<file path="src/sct_defs.svh">
// Constants for the serial controller interval timer and its host bit interface
`ifndef SCT_DEFS_SVH
`define SCT_DEFS_SVH

// Internal clock divide and timer step figures
`define SCT_CLK_DIV          3
`define SCT_TICKS_NORMAL     64
`define SCT_TICKS_TEST       2

// Register widths
`define SCT_INTERVAL_W       8
`define SCT_RX_RATE_W        11
`define SCT_TX_RATE_W        12
`define SCT_CHAR_W           8

// Write bit addresses
`define SCT_WB_INTERVAL_LAST 5'h07
`define SCT_WB_TXBUF_LAST    5'h07
`define SCT_WB_RX_RATE_LAST  5'h0A
`define SCT_WB_TX_RATE_LAST  5'h0B
`define SCT_WB_DATA_LIMIT    5'h0C
`define SCT_WB_LOAD_INTERVAL 5'h0D
`define SCT_WB_TEST_MODE     5'h0F
`define SCT_WB_RTS_ON        5'h10
`define SCT_WB_RX_IRQ_EN     5'h12
`define SCT_WB_TX_IRQ_EN     5'h13
`define SCT_WB_TIMER_IRQ_EN  5'h14
`define SCT_WB_MODEM_IRQ_EN  5'h15
`define SCT_WB_RESET_CMD     5'h1F

// Read bit addresses
`define SCT_RB_CHAR_LAST     5'h07
`define SCT_RB_RX_ACTIVE     5'h14
`define SCT_RB_RX_FULL       5'h15
`define SCT_RB_TX_EMPTY      5'h16
`define SCT_RB_ELAPSED       5'h18
`define SCT_RB_OVERRUN       5'h19
`define SCT_RB_DSR           5'h1A
`define SCT_RB_CTS           5'h1B
`define SCT_RB_MODEM_CHANGE  5'h1E
`define SCT_RB_IRQ           5'h1F

// Host APB register map
`define SCT_APB_ADDR_W       12
`define SCT_OFF_CMD          12'h000
`define SCT_OFF_STATUS       12'h004
`define SCT_CMD_SEL_LSB      0
`define SCT_CMD_DATA_BIT     8
`define SCT_CMD_WRITE_BIT    9
`define SCT_STAT_BUSY_BIT    0
`define SCT_STAT_RDATA_BIT   8

`endif

</file>
<file path="src/sct_pkg.sv">
// Types shared by both ends of the serial controller bit interface
`default_nettype none
`include "sct_defs.svh"

package sct_pkg;

    // Host sequencer states
    typedef enum logic [1:0] {hIdle, hSetup, hAct, hDone} sct_host_state_t;

    // Whole device state
    typedef struct packed {
        logic [`SCT_INTERVAL_W-1:0] intervalReg;
        logic [`SCT_INTERVAL_W-1:0] intervalCount;
        logic [5:0]                 prescale;
        logic                       intervalElapsed;
        logic                       intervalOverrun;
        logic                       intervalLoad;
        logic                       rxRateLoad;
        logic                       txRateLoad;
        logic [`SCT_RX_RATE_W-1:0]  rxRate;
        logic [`SCT_TX_RATE_W-1:0]  txRate;
        logic [`SCT_CHAR_W-1:0]     txBuffer;
        logic                       txEmpty;
        logic                       rxFull;
        logic                       modemChange;
        logic                       enModem;
        logic                       enRx;
        logic                       enTx;
        logic                       enTimer;
        logic                       rtsOn;
        logic                       testMode;
        logic                       primed;
        logic                       strobePrev;
        logic                       ctsPrev;
        logic                       dsrPrev;
        logic                       rxPrev;
        logic                       rxActive;
        logic                       irq_b;
        logic                       readLine;
        logic                       readOe;
        logic                       rts_b;
        logic                       txEnable;
        logic                       txOut;
    } sct_dev_state_t;

    // Whole host state
    typedef struct packed {
        sct_host_state_t state;
        logic [4:0]      select;
        logic            wdata;
        logic            isWrite;
        logic            strobe;
        logic            chipEnable_b;
        logic            readBit;
        logic            pready;
        logic            pslverr;
        logic [31:0]     prdata;
    } sct_host_state_s_t;

endpackage

`default_nettype wire

</file>
<file path="src/sct_bus_if.sv">
// Bit-addressed host interface joining the host end and the device end
`default_nettype none

interface sct_bus_if;
    logic [4:0] bitSelect;
    logic       bitWriteLine;
    logic       bitWriteStrobe;
    logic       chipEnable_b;
    logic       bitReadLine;
    logic       bitReadOe;

    // Device end
    modport device (
        input  bitSelect,
        input  bitWriteLine,
        input  bitWriteStrobe,
        input  chipEnable_b,
        output bitReadLine,
        output bitReadOe
    );

    // Host end
    modport host (
        output bitSelect,
        output bitWriteLine,
        output bitWriteStrobe,
        output chipEnable_b,
        input  bitReadLine,
        input  bitReadOe
    );
endinterface

`default_nettype wire

</file>
<file path="src/sct_device.sv">
// Device end: bit-addressed registers, interval timer and interrupt output
// Notes on behaviour
// Reset command clears elapsed, overrun; sets load
// Load flag falling copies interval into counter
// Step every 64 ticks, two in test
// At zero reload counter, set elapsed
// Elapsed still set at expiry sets overrun
// Interrupt low when any enabled source pending
// Writing bit 21 clears modem change
// Writing bit 18 clears receive full
// Loading transmit buffer clears transmit empty
// Writing bit 20 clears timer interrupt
// Writing zero clears and disables source; for transmit it only disables
// Transmit line high while not transmitting
// Receive idles high; falling edge starts receiver
// Request-to-send host controlled, low while sending
// Transmitter enabled only while clear-to-send low
// Any data-set-ready change raises modem change
// Host drives five-bit select, S4 least significant
// Strobe high only with valid data; captured
// Chip enable high: ignore, read line released
// Host resets via bit 31, then loads registers
// Internal clock is input clock over three
// Twelve-bit transmit rate load fills both rates
// Load flag clears after register's last bit
// Interrupt is OR of flag AND enable
//
// The register offsets and the APB slave port were left to the implementer.
`default_nettype none
`include "sct_defs.svh"

module sct_device #(
    parameter int TICKS_NORMAL = `SCT_TICKS_NORMAL,
    parameter int TICKS_TEST   = `SCT_TICKS_TEST,
    parameter int CLK_DIV      = `SCT_CLK_DIV
) (
    // Clock and reset
    input  wire logic                   mclk,
    input  wire logic                   rst_b,
    // Host bit interface
    sct_bus_if.device                   bus,
    // Serial and modem lines
    output var  logic                   serialTxOut,
    input  wire logic                   serialRxIn,
    output var  logic                   rts_b,
    input  wire logic                   cts_b,
    input  wire logic                   dataSetReady,
    // Transmitter and receiver character path
    input  wire logic                   txShifting,
    input  wire logic                   txSerialBit,
    input  wire logic                   txBufferTaken,
    output var  logic [`SCT_CHAR_W-1:0] txBufferData,
    output var  logic                   txEnable,
    input  wire logic                   rxCharValid,
    input  wire logic [`SCT_CHAR_W-1:0] rxChar,
    output var  logic                   rxActive,
    // Interrupt and rate settings
    output var  logic                   irq_b,
    output var  logic [`SCT_RX_RATE_W-1:0] rxRate,
    output var  logic [`SCT_TX_RATE_W-1:0] txRate
);
    import sct_pkg::*;

    sct_dev_state_t s;
    sct_dev_state_t next_s;
    logic           tick;
    logic           hostWrite;
    logic           stepDue;
    logic [4:0]     sel;
    logic           d;

    // Internal clock is the input clock divided by three
    sct_clk_div #(.DIV(CLK_DIV)) clkDiv (
        .mclk  (mclk),
        .rst_b (rst_b),
        .tick  (tick)
    );

    // Step limit depends on the test mode bit
    function automatic logic lastTick(input logic [5:0] pre, input logic test);
        lastTick = test ? (pre == 6'(TICKS_TEST - 1)) : (pre == 6'(TICKS_NORMAL - 1));
    endfunction

    // Single-bit read decode
    function automatic logic readBit(input sct_dev_state_t st, input logic [4:0] a,
                                     input logic [`SCT_CHAR_W-1:0] ch, input logic cts,
                                     input logic dsr);
        readBit = 1'b0;
        if (a <= `SCT_RB_CHAR_LAST)
            readBit = ch[a[2:0]];
        else
        begin
            case (a)
                `SCT_RB_RX_ACTIVE:    readBit = st.rxActive;
                `SCT_RB_RX_FULL:      readBit = st.rxFull;
                `SCT_RB_TX_EMPTY:     readBit = st.txEmpty;
                `SCT_RB_ELAPSED:      readBit = st.intervalElapsed;
                `SCT_RB_OVERRUN:      readBit = st.intervalOverrun;
                `SCT_RB_DSR:          readBit = dsr;
                `SCT_RB_CTS:          readBit = cts;
                `SCT_RB_MODEM_CHANGE: readBit = st.modemChange;
                `SCT_RB_IRQ:          readBit = ~st.irq_b;
                default:              readBit = 1'b0;
            endcase
        end
    endfunction

    assign sel = bus.bitSelect;
    assign d = bus.bitWriteLine;
    // Strobe edge: a long strobe writes once
    assign hostWrite = !bus.chipEnable_b && bus.bitWriteStrobe && !s.strobePrev;
    assign stepDue = tick && lastTick(s.prescale, s.testMode);

    // Next-state logic: host writes first, hardware events after so sets win
    always_comb
    begin
        next_s = s;
        next_s.strobePrev = bus.bitWriteStrobe;
        next_s.primed = 1'b1;
        if (hostWrite)
        begin
            if (sel < `SCT_WB_DATA_LIMIT)
            begin
                if (s.intervalLoad)
                begin
                    if (sel <= `SCT_WB_INTERVAL_LAST)
                        next_s.intervalReg[sel[2:0]] = d;
                    if (sel == `SCT_WB_INTERVAL_LAST)
                        next_s.intervalLoad = 1'b0;
                end
                else if (s.rxRateLoad || s.txRateLoad)
                begin
                    // Both flags set: one 12-bit load fills both rates
                    if (s.rxRateLoad && sel <= `SCT_WB_RX_RATE_LAST)
                        next_s.rxRate[sel[3:0]] = d;
                    if (s.txRateLoad)
                        next_s.txRate[sel[3:0]] = d;
                    if (sel == `SCT_WB_RX_RATE_LAST)
                        next_s.rxRateLoad = 1'b0;
                    if (sel == `SCT_WB_TX_RATE_LAST)
                        next_s.txRateLoad = 1'b0;
                end
                else if (sel <= `SCT_WB_TXBUF_LAST)
                begin
                    next_s.txBuffer[sel[2:0]] = d;
                    if (sel == `SCT_WB_TXBUF_LAST)
                        next_s.txEmpty = 1'b0;
                end
            end
            else
            begin
                case (sel)
                    `SCT_WB_LOAD_INTERVAL: next_s.intervalLoad = d;
                    `SCT_WB_TEST_MODE:     next_s.testMode = d;
                    `SCT_WB_RTS_ON:        next_s.rtsOn = d;
                    `SCT_WB_RX_IRQ_EN:
                    begin
                        next_s.enRx = d;
                        next_s.rxFull = 1'b0;
                    end
                    `SCT_WB_TX_IRQ_EN:     next_s.enTx = d;
                    `SCT_WB_TIMER_IRQ_EN:
                    begin
                        next_s.enTimer = d;
                        next_s.intervalElapsed = 1'b0;
                    end
                    `SCT_WB_MODEM_IRQ_EN:
                    begin
                        next_s.enModem = d;
                        next_s.modemChange = 1'b0;
                    end
                    `SCT_WB_RESET_CMD:
                    begin
                        if (d)
                        begin
                            next_s.intervalElapsed = 1'b0;
                            next_s.intervalOverrun = 1'b0;
                            next_s.intervalLoad = 1'b1;
                            next_s.rxRateLoad = 1'b1;
                            next_s.txRateLoad = 1'b1;
                            next_s.enModem = 1'b0;
                            next_s.enRx = 1'b0;
                            next_s.enTx = 1'b0;
                            next_s.enTimer = 1'b0;
                            next_s.rtsOn = 1'b0;
                            next_s.testMode = 1'b0;
                            next_s.txEmpty = 1'b1;
                            next_s.rxFull = 1'b0;
                            next_s.rxActive = 1'b0;
                        end
                    end
                    default: ;
                endcase
            end
        end

        // Interval timer, frozen while loading
        if (s.intervalLoad && !next_s.intervalLoad)
        begin
            next_s.intervalCount = next_s.intervalReg;
            next_s.prescale = 6'h00;
        end
        else if (tick && !next_s.intervalLoad)
        begin
            next_s.prescale = stepDue ? 6'h00 : s.prescale + 6'h01;
            if (stepDue)
            begin
                if (s.intervalCount <= 8'h01)
                begin
                    next_s.intervalCount = s.intervalReg;
                    next_s.intervalElapsed = 1'b1;
                    if (s.intervalElapsed)
                        next_s.intervalOverrun = 1'b1;
                end
                else
                    next_s.intervalCount = s.intervalCount - 8'h01;
            end
        end

        // Modem changes; first cycle only primes history
        next_s.ctsPrev = cts_b;
        next_s.dsrPrev = dataSetReady;
        if (s.primed && (cts_b != s.ctsPrev || dataSetReady != s.dsrPrev))
            next_s.modemChange = 1'b1;

        // Receiver wake-up on a falling receive line
        next_s.rxPrev = serialRxIn;
        if (s.rxPrev && !serialRxIn)
            next_s.rxActive = 1'b1;
        if (rxCharValid)
        begin
            next_s.rxActive = 1'b0;
            next_s.rxFull = 1'b1;
        end
        if (txBufferTaken)
            next_s.txEmpty = 1'b1;

        // Modem controls and serial output
        next_s.rts_b = !(next_s.rtsOn || txShifting);
        next_s.txEnable = !cts_b && !next_s.rts_b;
        next_s.txOut = txShifting ? txSerialBit : 1'b1;

        // Interrupt: OR of each pending flag gated by its enable
        next_s.irq_b = !((next_s.modemChange && next_s.enModem) ||
                         (next_s.rxFull && next_s.enRx) ||
                         (next_s.txEmpty && next_s.enTx) ||
                         (next_s.intervalElapsed && next_s.enTimer));

        // Read line follows select one cycle later, released when deselected
        next_s.readLine = readBit(s, sel, rxChar, cts_b, dataSetReady);
        next_s.readOe = !bus.chipEnable_b;
    end

    // State register
    always_ff @(posedge mclk)
    begin
        if (!rst_b)
        begin
            s <= '0;
            s.intervalLoad <= 1'b1;
            s.rxRateLoad <= 1'b1;
            s.txRateLoad <= 1'b1;
            s.txEmpty <= 1'b1;
            s.ctsPrev <= 1'b1;
            s.rxPrev <= 1'b1;
            s.irq_b <= 1'b1;
            s.rts_b <= 1'b1;
            s.txOut <= 1'b1;
        end
        else
            s <= next_s;
    end

    // Outputs straight from the state register
    assign bus.bitReadLine = s.readLine;
    assign bus.bitReadOe = s.readOe;
    assign serialTxOut = s.txOut;
    assign rts_b = s.rts_b;
    assign txEnable = s.txEnable;
    assign txBufferData = s.txBuffer;
    assign rxActive = s.rxActive;
    assign irq_b = s.irq_b;
    assign rxRate = s.rxRate;
    assign txRate = s.txRate;
endmodule

`default_nettype wire

</file>
<file path="src/sct_clk_div.sv">
// Divider giving a one-cycle internal clock tick every DIV input clocks
`default_nettype none
`include "sct_defs.svh"

module sct_clk_div #(
    parameter int DIV = `SCT_CLK_DIV
) (
    // Clock and reset
    input  wire logic mclk,
    input  wire logic rst_b,
    // Internal clock tick
    output var  logic tick
);
    logic [3:0] count;
    logic [3:0] next_count;
    logic       next_tick;

    // Free-running modulo counter
    always_comb
    begin
        next_tick = (count == 4'(DIV - 1));
        next_count = next_tick ? 4'h0 : count + 4'h1;
    end

    always_ff @(posedge mclk)
    begin
        if (!rst_b)
        begin
            count <= 4'h0;
            tick <= 1'b0;
        end
        else
        begin
            count <= next_count;
            tick <= next_tick;
        end
    end
endmodule

`default_nettype wire

</file>
<file path="src/flat_wrapper.sv">
// flat-port wrapper written by rule: the top's interface ports become plain ports
module sct_device_flat import sct_pkg::*;
#(
    parameter int TICKS_NORMAL = `SCT_TICKS_NORMAL,
    parameter int TICKS_TEST   = `SCT_TICKS_TEST,
    parameter int CLK_DIV      = `SCT_CLK_DIV
)
  (mclk, rst_b, serialTxOut, serialRxIn, rts_b, cts_b, dataSetReady, txShifting, txSerialBit, txBufferTaken, txBufferData, txEnable, rxCharValid, rxChar, rxActive, irq_b, rxRate, txRate, bus_bitSelect, bus_bitWriteLine, bus_bitWriteStrobe, bus_chipEnable_b, bus_bitReadLine, bus_bitReadOe);
  sct_bus_if bus_i ();
  input  wire logic mclk;
  input  wire logic rst_b;
  output var  logic serialTxOut;
  input  wire logic serialRxIn;
  output var  logic rts_b;
  input  wire logic cts_b;
  input  wire logic dataSetReady;
  input  wire logic txShifting;
  input  wire logic txSerialBit;
  input  wire logic txBufferTaken;
  output var  logic [`SCT_CHAR_W-1:0] txBufferData;
  output var  logic txEnable;
  input  wire logic rxCharValid;
  input  wire logic [`SCT_CHAR_W-1:0] rxChar;
  output var  logic rxActive;
  output var  logic irq_b;
  output var  logic [`SCT_RX_RATE_W-1:0] rxRate;
  output var  logic [`SCT_TX_RATE_W-1:0] txRate;
  input wire logic [$bits(bus_i.bitSelect)-1:0] bus_bitSelect;
  input wire logic [$bits(bus_i.bitWriteLine)-1:0] bus_bitWriteLine;
  input wire logic [$bits(bus_i.bitWriteStrobe)-1:0] bus_bitWriteStrobe;
  input wire logic [$bits(bus_i.chipEnable_b)-1:0] bus_chipEnable_b;
  output wire logic [$bits(bus_i.bitReadLine)-1:0] bus_bitReadLine;
  output wire logic [$bits(bus_i.bitReadOe)-1:0] bus_bitReadOe;
  assign bus_i.bitSelect = bus_bitSelect;
  assign bus_i.bitWriteLine = bus_bitWriteLine;
  assign bus_i.bitWriteStrobe = bus_bitWriteStrobe;
  assign bus_i.chipEnable_b = bus_chipEnable_b;
  assign bus_bitReadLine = bus_i.bitReadLine;
  assign bus_bitReadOe = bus_i.bitReadOe;
  sct_device #(.TICKS_NORMAL(TICKS_NORMAL), .TICKS_TEST(TICKS_TEST), .CLK_DIV(CLK_DIV)) u_core (.mclk(mclk), .rst_b(rst_b), .bus(bus_i), .serialTxOut(serialTxOut), .serialRxIn(serialRxIn), .rts_b(rts_b), .cts_b(cts_b), .dataSetReady(dataSetReady), .txShifting(txShifting), .txSerialBit(txSerialBit), .txBufferTaken(txBufferTaken), .txBufferData(txBufferData), .txEnable(txEnable), .rxCharValid(rxCharValid), .rxChar(rxChar), .rxActive(rxActive), .irq_b(irq_b), .rxRate(rxRate), .txRate(txRate));
endmodule
</file>
<file path="config.mk">
export PLATFORM = sky130hd
export DESIGN_NAME = sct_device_flat
export DESIGN_NICKNAME = d
export VERILOG_FILES = /design/src/sct_pkg.sv /design/src/sct_bus_if.sv /design/src/sct_device.sv /design/src/sct_clk_div.sv /design/src/flat_wrapper.sv
export VERILOG_INCLUDE_DIRS = /design/src
export SDC_FILE = /design/constraint.sdc
export NUM_CORES = 1
export LEC_CHECK = 0
export CORE_MARGIN = 8
export CORE_UTILIZATION = 40
export CTS_BUF_LIST = sky130_fd_sc_hd__clkbuf_16
export DETAILED_ROUTE_END_ITERATION = 10
export DONT_BUFFER_PORTS = 1
export PLACE_DENSITY = 0.58
export SLEW_MARGIN = 30
export SYNTH_ARGS = -nofsm -noshare
export SYNTH_HDL_FRONTEND = slang
export SYNTH_SLANG_ARGS = --single-unit
export TNS_END_PERCENT = 10
</file>
<file path="constraint.sdc">
create_clock -name mclk -period 2.9 [get_ports mclk]
set_input_delay 0.29 -clock mclk [delete_from_list [all_inputs] [get_ports mclk]]
set_output_delay 0.29 -clock mclk [all_outputs]
set_load 0.01 [all_outputs]
</file>
==> flow_summary.yaml <==
timing:
  rsz0062_at_grt: "no"
  setup_viol: 0
  slew_headroom_pct: 32.93
  fin_tns_setup_ns: 0
  tightest_slew_ns: 0.9969
  fin_skew_ns: 0.006527
  slew_viol_final: 0
  period_needed_ns: 2.293
  holdWs_ns: 0.01274
  hold_viol_final: 0
  fmax_mhz: 436.1
  post-route-period-util_pct: 79.08
min_path:
  holdPathStages: 1
  worstHoldPathType: "input pin to flop"
synth:
  async_reset_ff_share_pct: 0
  yosysSeqAreaShare_pct: 37.64
  synth_area_um2: 4468
  synth_cell_types: 70
  ys_warn_count: 0
  synth-main-ff-cell: "dfxtp_1"
  ys_ff_latch: 84
  avgSynthCellArea_um2: 8.543
  netlist_instances: 523
  synth_nets: 553
  synth_edf_count: 0
grt:
  grt_overflow: 0
  use_met2_pct: 24.94
  grt_start_max_net_pins: 43
  grt_pass1_vias: 3517
  antenna_found_initial: 0
  grt_use_total_pct: 16.14
  grt-busiest-layer: "met2"
  grt_util_met1_pct: 19.96
  gr-usage-met3_pct: 4.627
  grt_first_pass_wirelength_mm: 18.82
flow_run:
  maxCapViolCount: 0
worst_setup_path:
  cp_slowest_cell: "or3_4"
  cp-end-kind: "flop"
  criticalPathCategory: "flop to flop"
  crit_chain: "or3b_1, o31a_1, or3_4, o21ai_1, o211ai_1"
  required_ns: 3.11
  ff2ff_path_depth: 5
  crit_path_start_kind: "flop"
  worst_ep_arrival_time_ns: 2.50
  max_stage_delay_ns: 0.44
  crit_fanout: 6
placement:
  dp_hpwl_mm: 8.444
  portBuffers: 0
  gp_congestion: 0.8678
  dpl.cell_count: 603
clock_network:
  htree_num_levels: 3
  cts_tree: "done"
  post-cts-setup-buffer-count: 0
  clk_pin_slew_worst_paths_ns: 0.06
  clock_sinks: 84
  cts_hold_buf: 1
  root_buffer: "clkbuf_16"
  cts_buffers: 9
  clk_latency_ns: 0.34
  cts_resized: 0
  clockBufferDepth: 2
routing:
  dr.pass1.iters: 5
  wl_per_cell_um: 19.25
  wirelength_mm: 11.94
  drcViolationCount: 0
  viasPerCell: 5.926
  vias: 3674
  detail-route-antenna-nets: 0
  drt_iter0_markers: 274
floorplan:
  start_util_pct: 41.04
  core_um2: 10890
  io_pins: 63
  die_w_um: 121.7
  placementRows: 38
  die-area_um2: 14810
  die_h_um: 121.7
layout:
  n_antenna_cell: 0
  syn_to_final_growth_pct: 2.520
  fin_cells: 620
  multi_input_area_um2: 2371
  nNetsFinal: 505
  regArea_um2: 1682
  n_fill_cell: 1123
  layout-drive-gt1-share_pct: 8.542
power_and_ir_drop:
  power.total_w: 0.002356
  p_leak_nw: 1.543
  peakVddDrop_mv: 0.3015
  powerDensity_nw_per_um2: 514.3
outcome:
  outcome: "finished, final reports clean"
## per-stage QoR
step	cell area [um2]	util [%]	setup slack, ns
global placement	4310	39.59	0.6921
floorplan	4468	-	0.8018
global route	4581	42.07	0.4571
detailed placement	4310	39.59	0.6590
CTS	4581	42.07	0.6430
finish	4581	42.07	0.6067
## final cells by class
cell class,instances,share of cell area [%]
well taps,140,3.824
multi-input cells,361,51.76
clock buffers,9,4.917
repair buffers,5,0.8741
clock inverters,7,0.7648
flip-flops and latches,84,36.71
inverters,14,1.147
## per-layer routing
metal  up-vias  share of wire (%)
met2       107                 46
met4         0                2.9
li1       1777                  -
met3        26                7.8
met1      1764                 44
met5         -                  0
## worst paths after layout
| kind | startpoint | to | slack, ns |
|---|---|---|---|
| worst max-delay path | u_core.s[10] | u_core.s[67] | 0.61 |
| worst min-delay path | bus_chipEnable_b | u_core.bus.bitReadOe | 0.01 |
| worst max register to register | u_core.s[10] | u_core.s[67] | 0.61 |
| worst min register to register | u_core.clkDiv.count[0] | u_core.clkDiv.count[0] | 0.46 |
## Yosys cell counts, drive strengths merged, types with 6 or more instances
library cell,instances,area (um2)
dfxtp,84,1682
or4,6,48.80
inv,13,48.80
buf,35,252.7
o31ai,7,52.55
nand2,25,93.84
o21ai,22,110.1
nand3,19,95.09
a21oi,43,215.2
nand2b,7,43.79
or3,19,123.9
nor3,31,170.2
mux2i,26,260.3
clkbuf,29,110.1
and2,6,37.54
nor2,46,172.7
## cells in the final DEF (no fill, tap or decap), drive strengths merged, types with 6 or more instances in the layout
master	synthesis	routed
o21ai	22	22
nand2	25	25
nand2b	7	7
clkbuf	29	9
nor2	46	46
nand3	19	19
dfxtp	84	84
nor3	31	31
and2	6	6
mux2i	26	26
or3	19	19
inv	13	14
or4	6	6
o31ai	7	7
a21oi	43	43
## worst max-delay path: cells and delay by family (launching register included)
family | cells | cell delay (ns)
flip-flops | 1 | 0.35
AO/OA/AOI/OAI | 3 | 0.96
AND/OR/NAND/NOR | 2 | 0.85
## cells by family after synthesis
family,Yosys count,synth area share [%]
simple gates,205,26.13
compound gates,111,16.13
flops,84,37.64
buf+inv,78,9.297
mux,32,7.841
xor+xnor,8,1.568
fa+ha+maj,5,1.400
## where the power goes
part           total (W)  leakage [nW]  switching [W]  internal [W]
clock            0.00103         0.125       0.000461      0.000566
sequential       0.00119         0.681      0.0000196       0.00117
combinational   0.000135         0.737      0.0000793     0.0000556
Note: power is estimated with default switching activity, not from simulation.
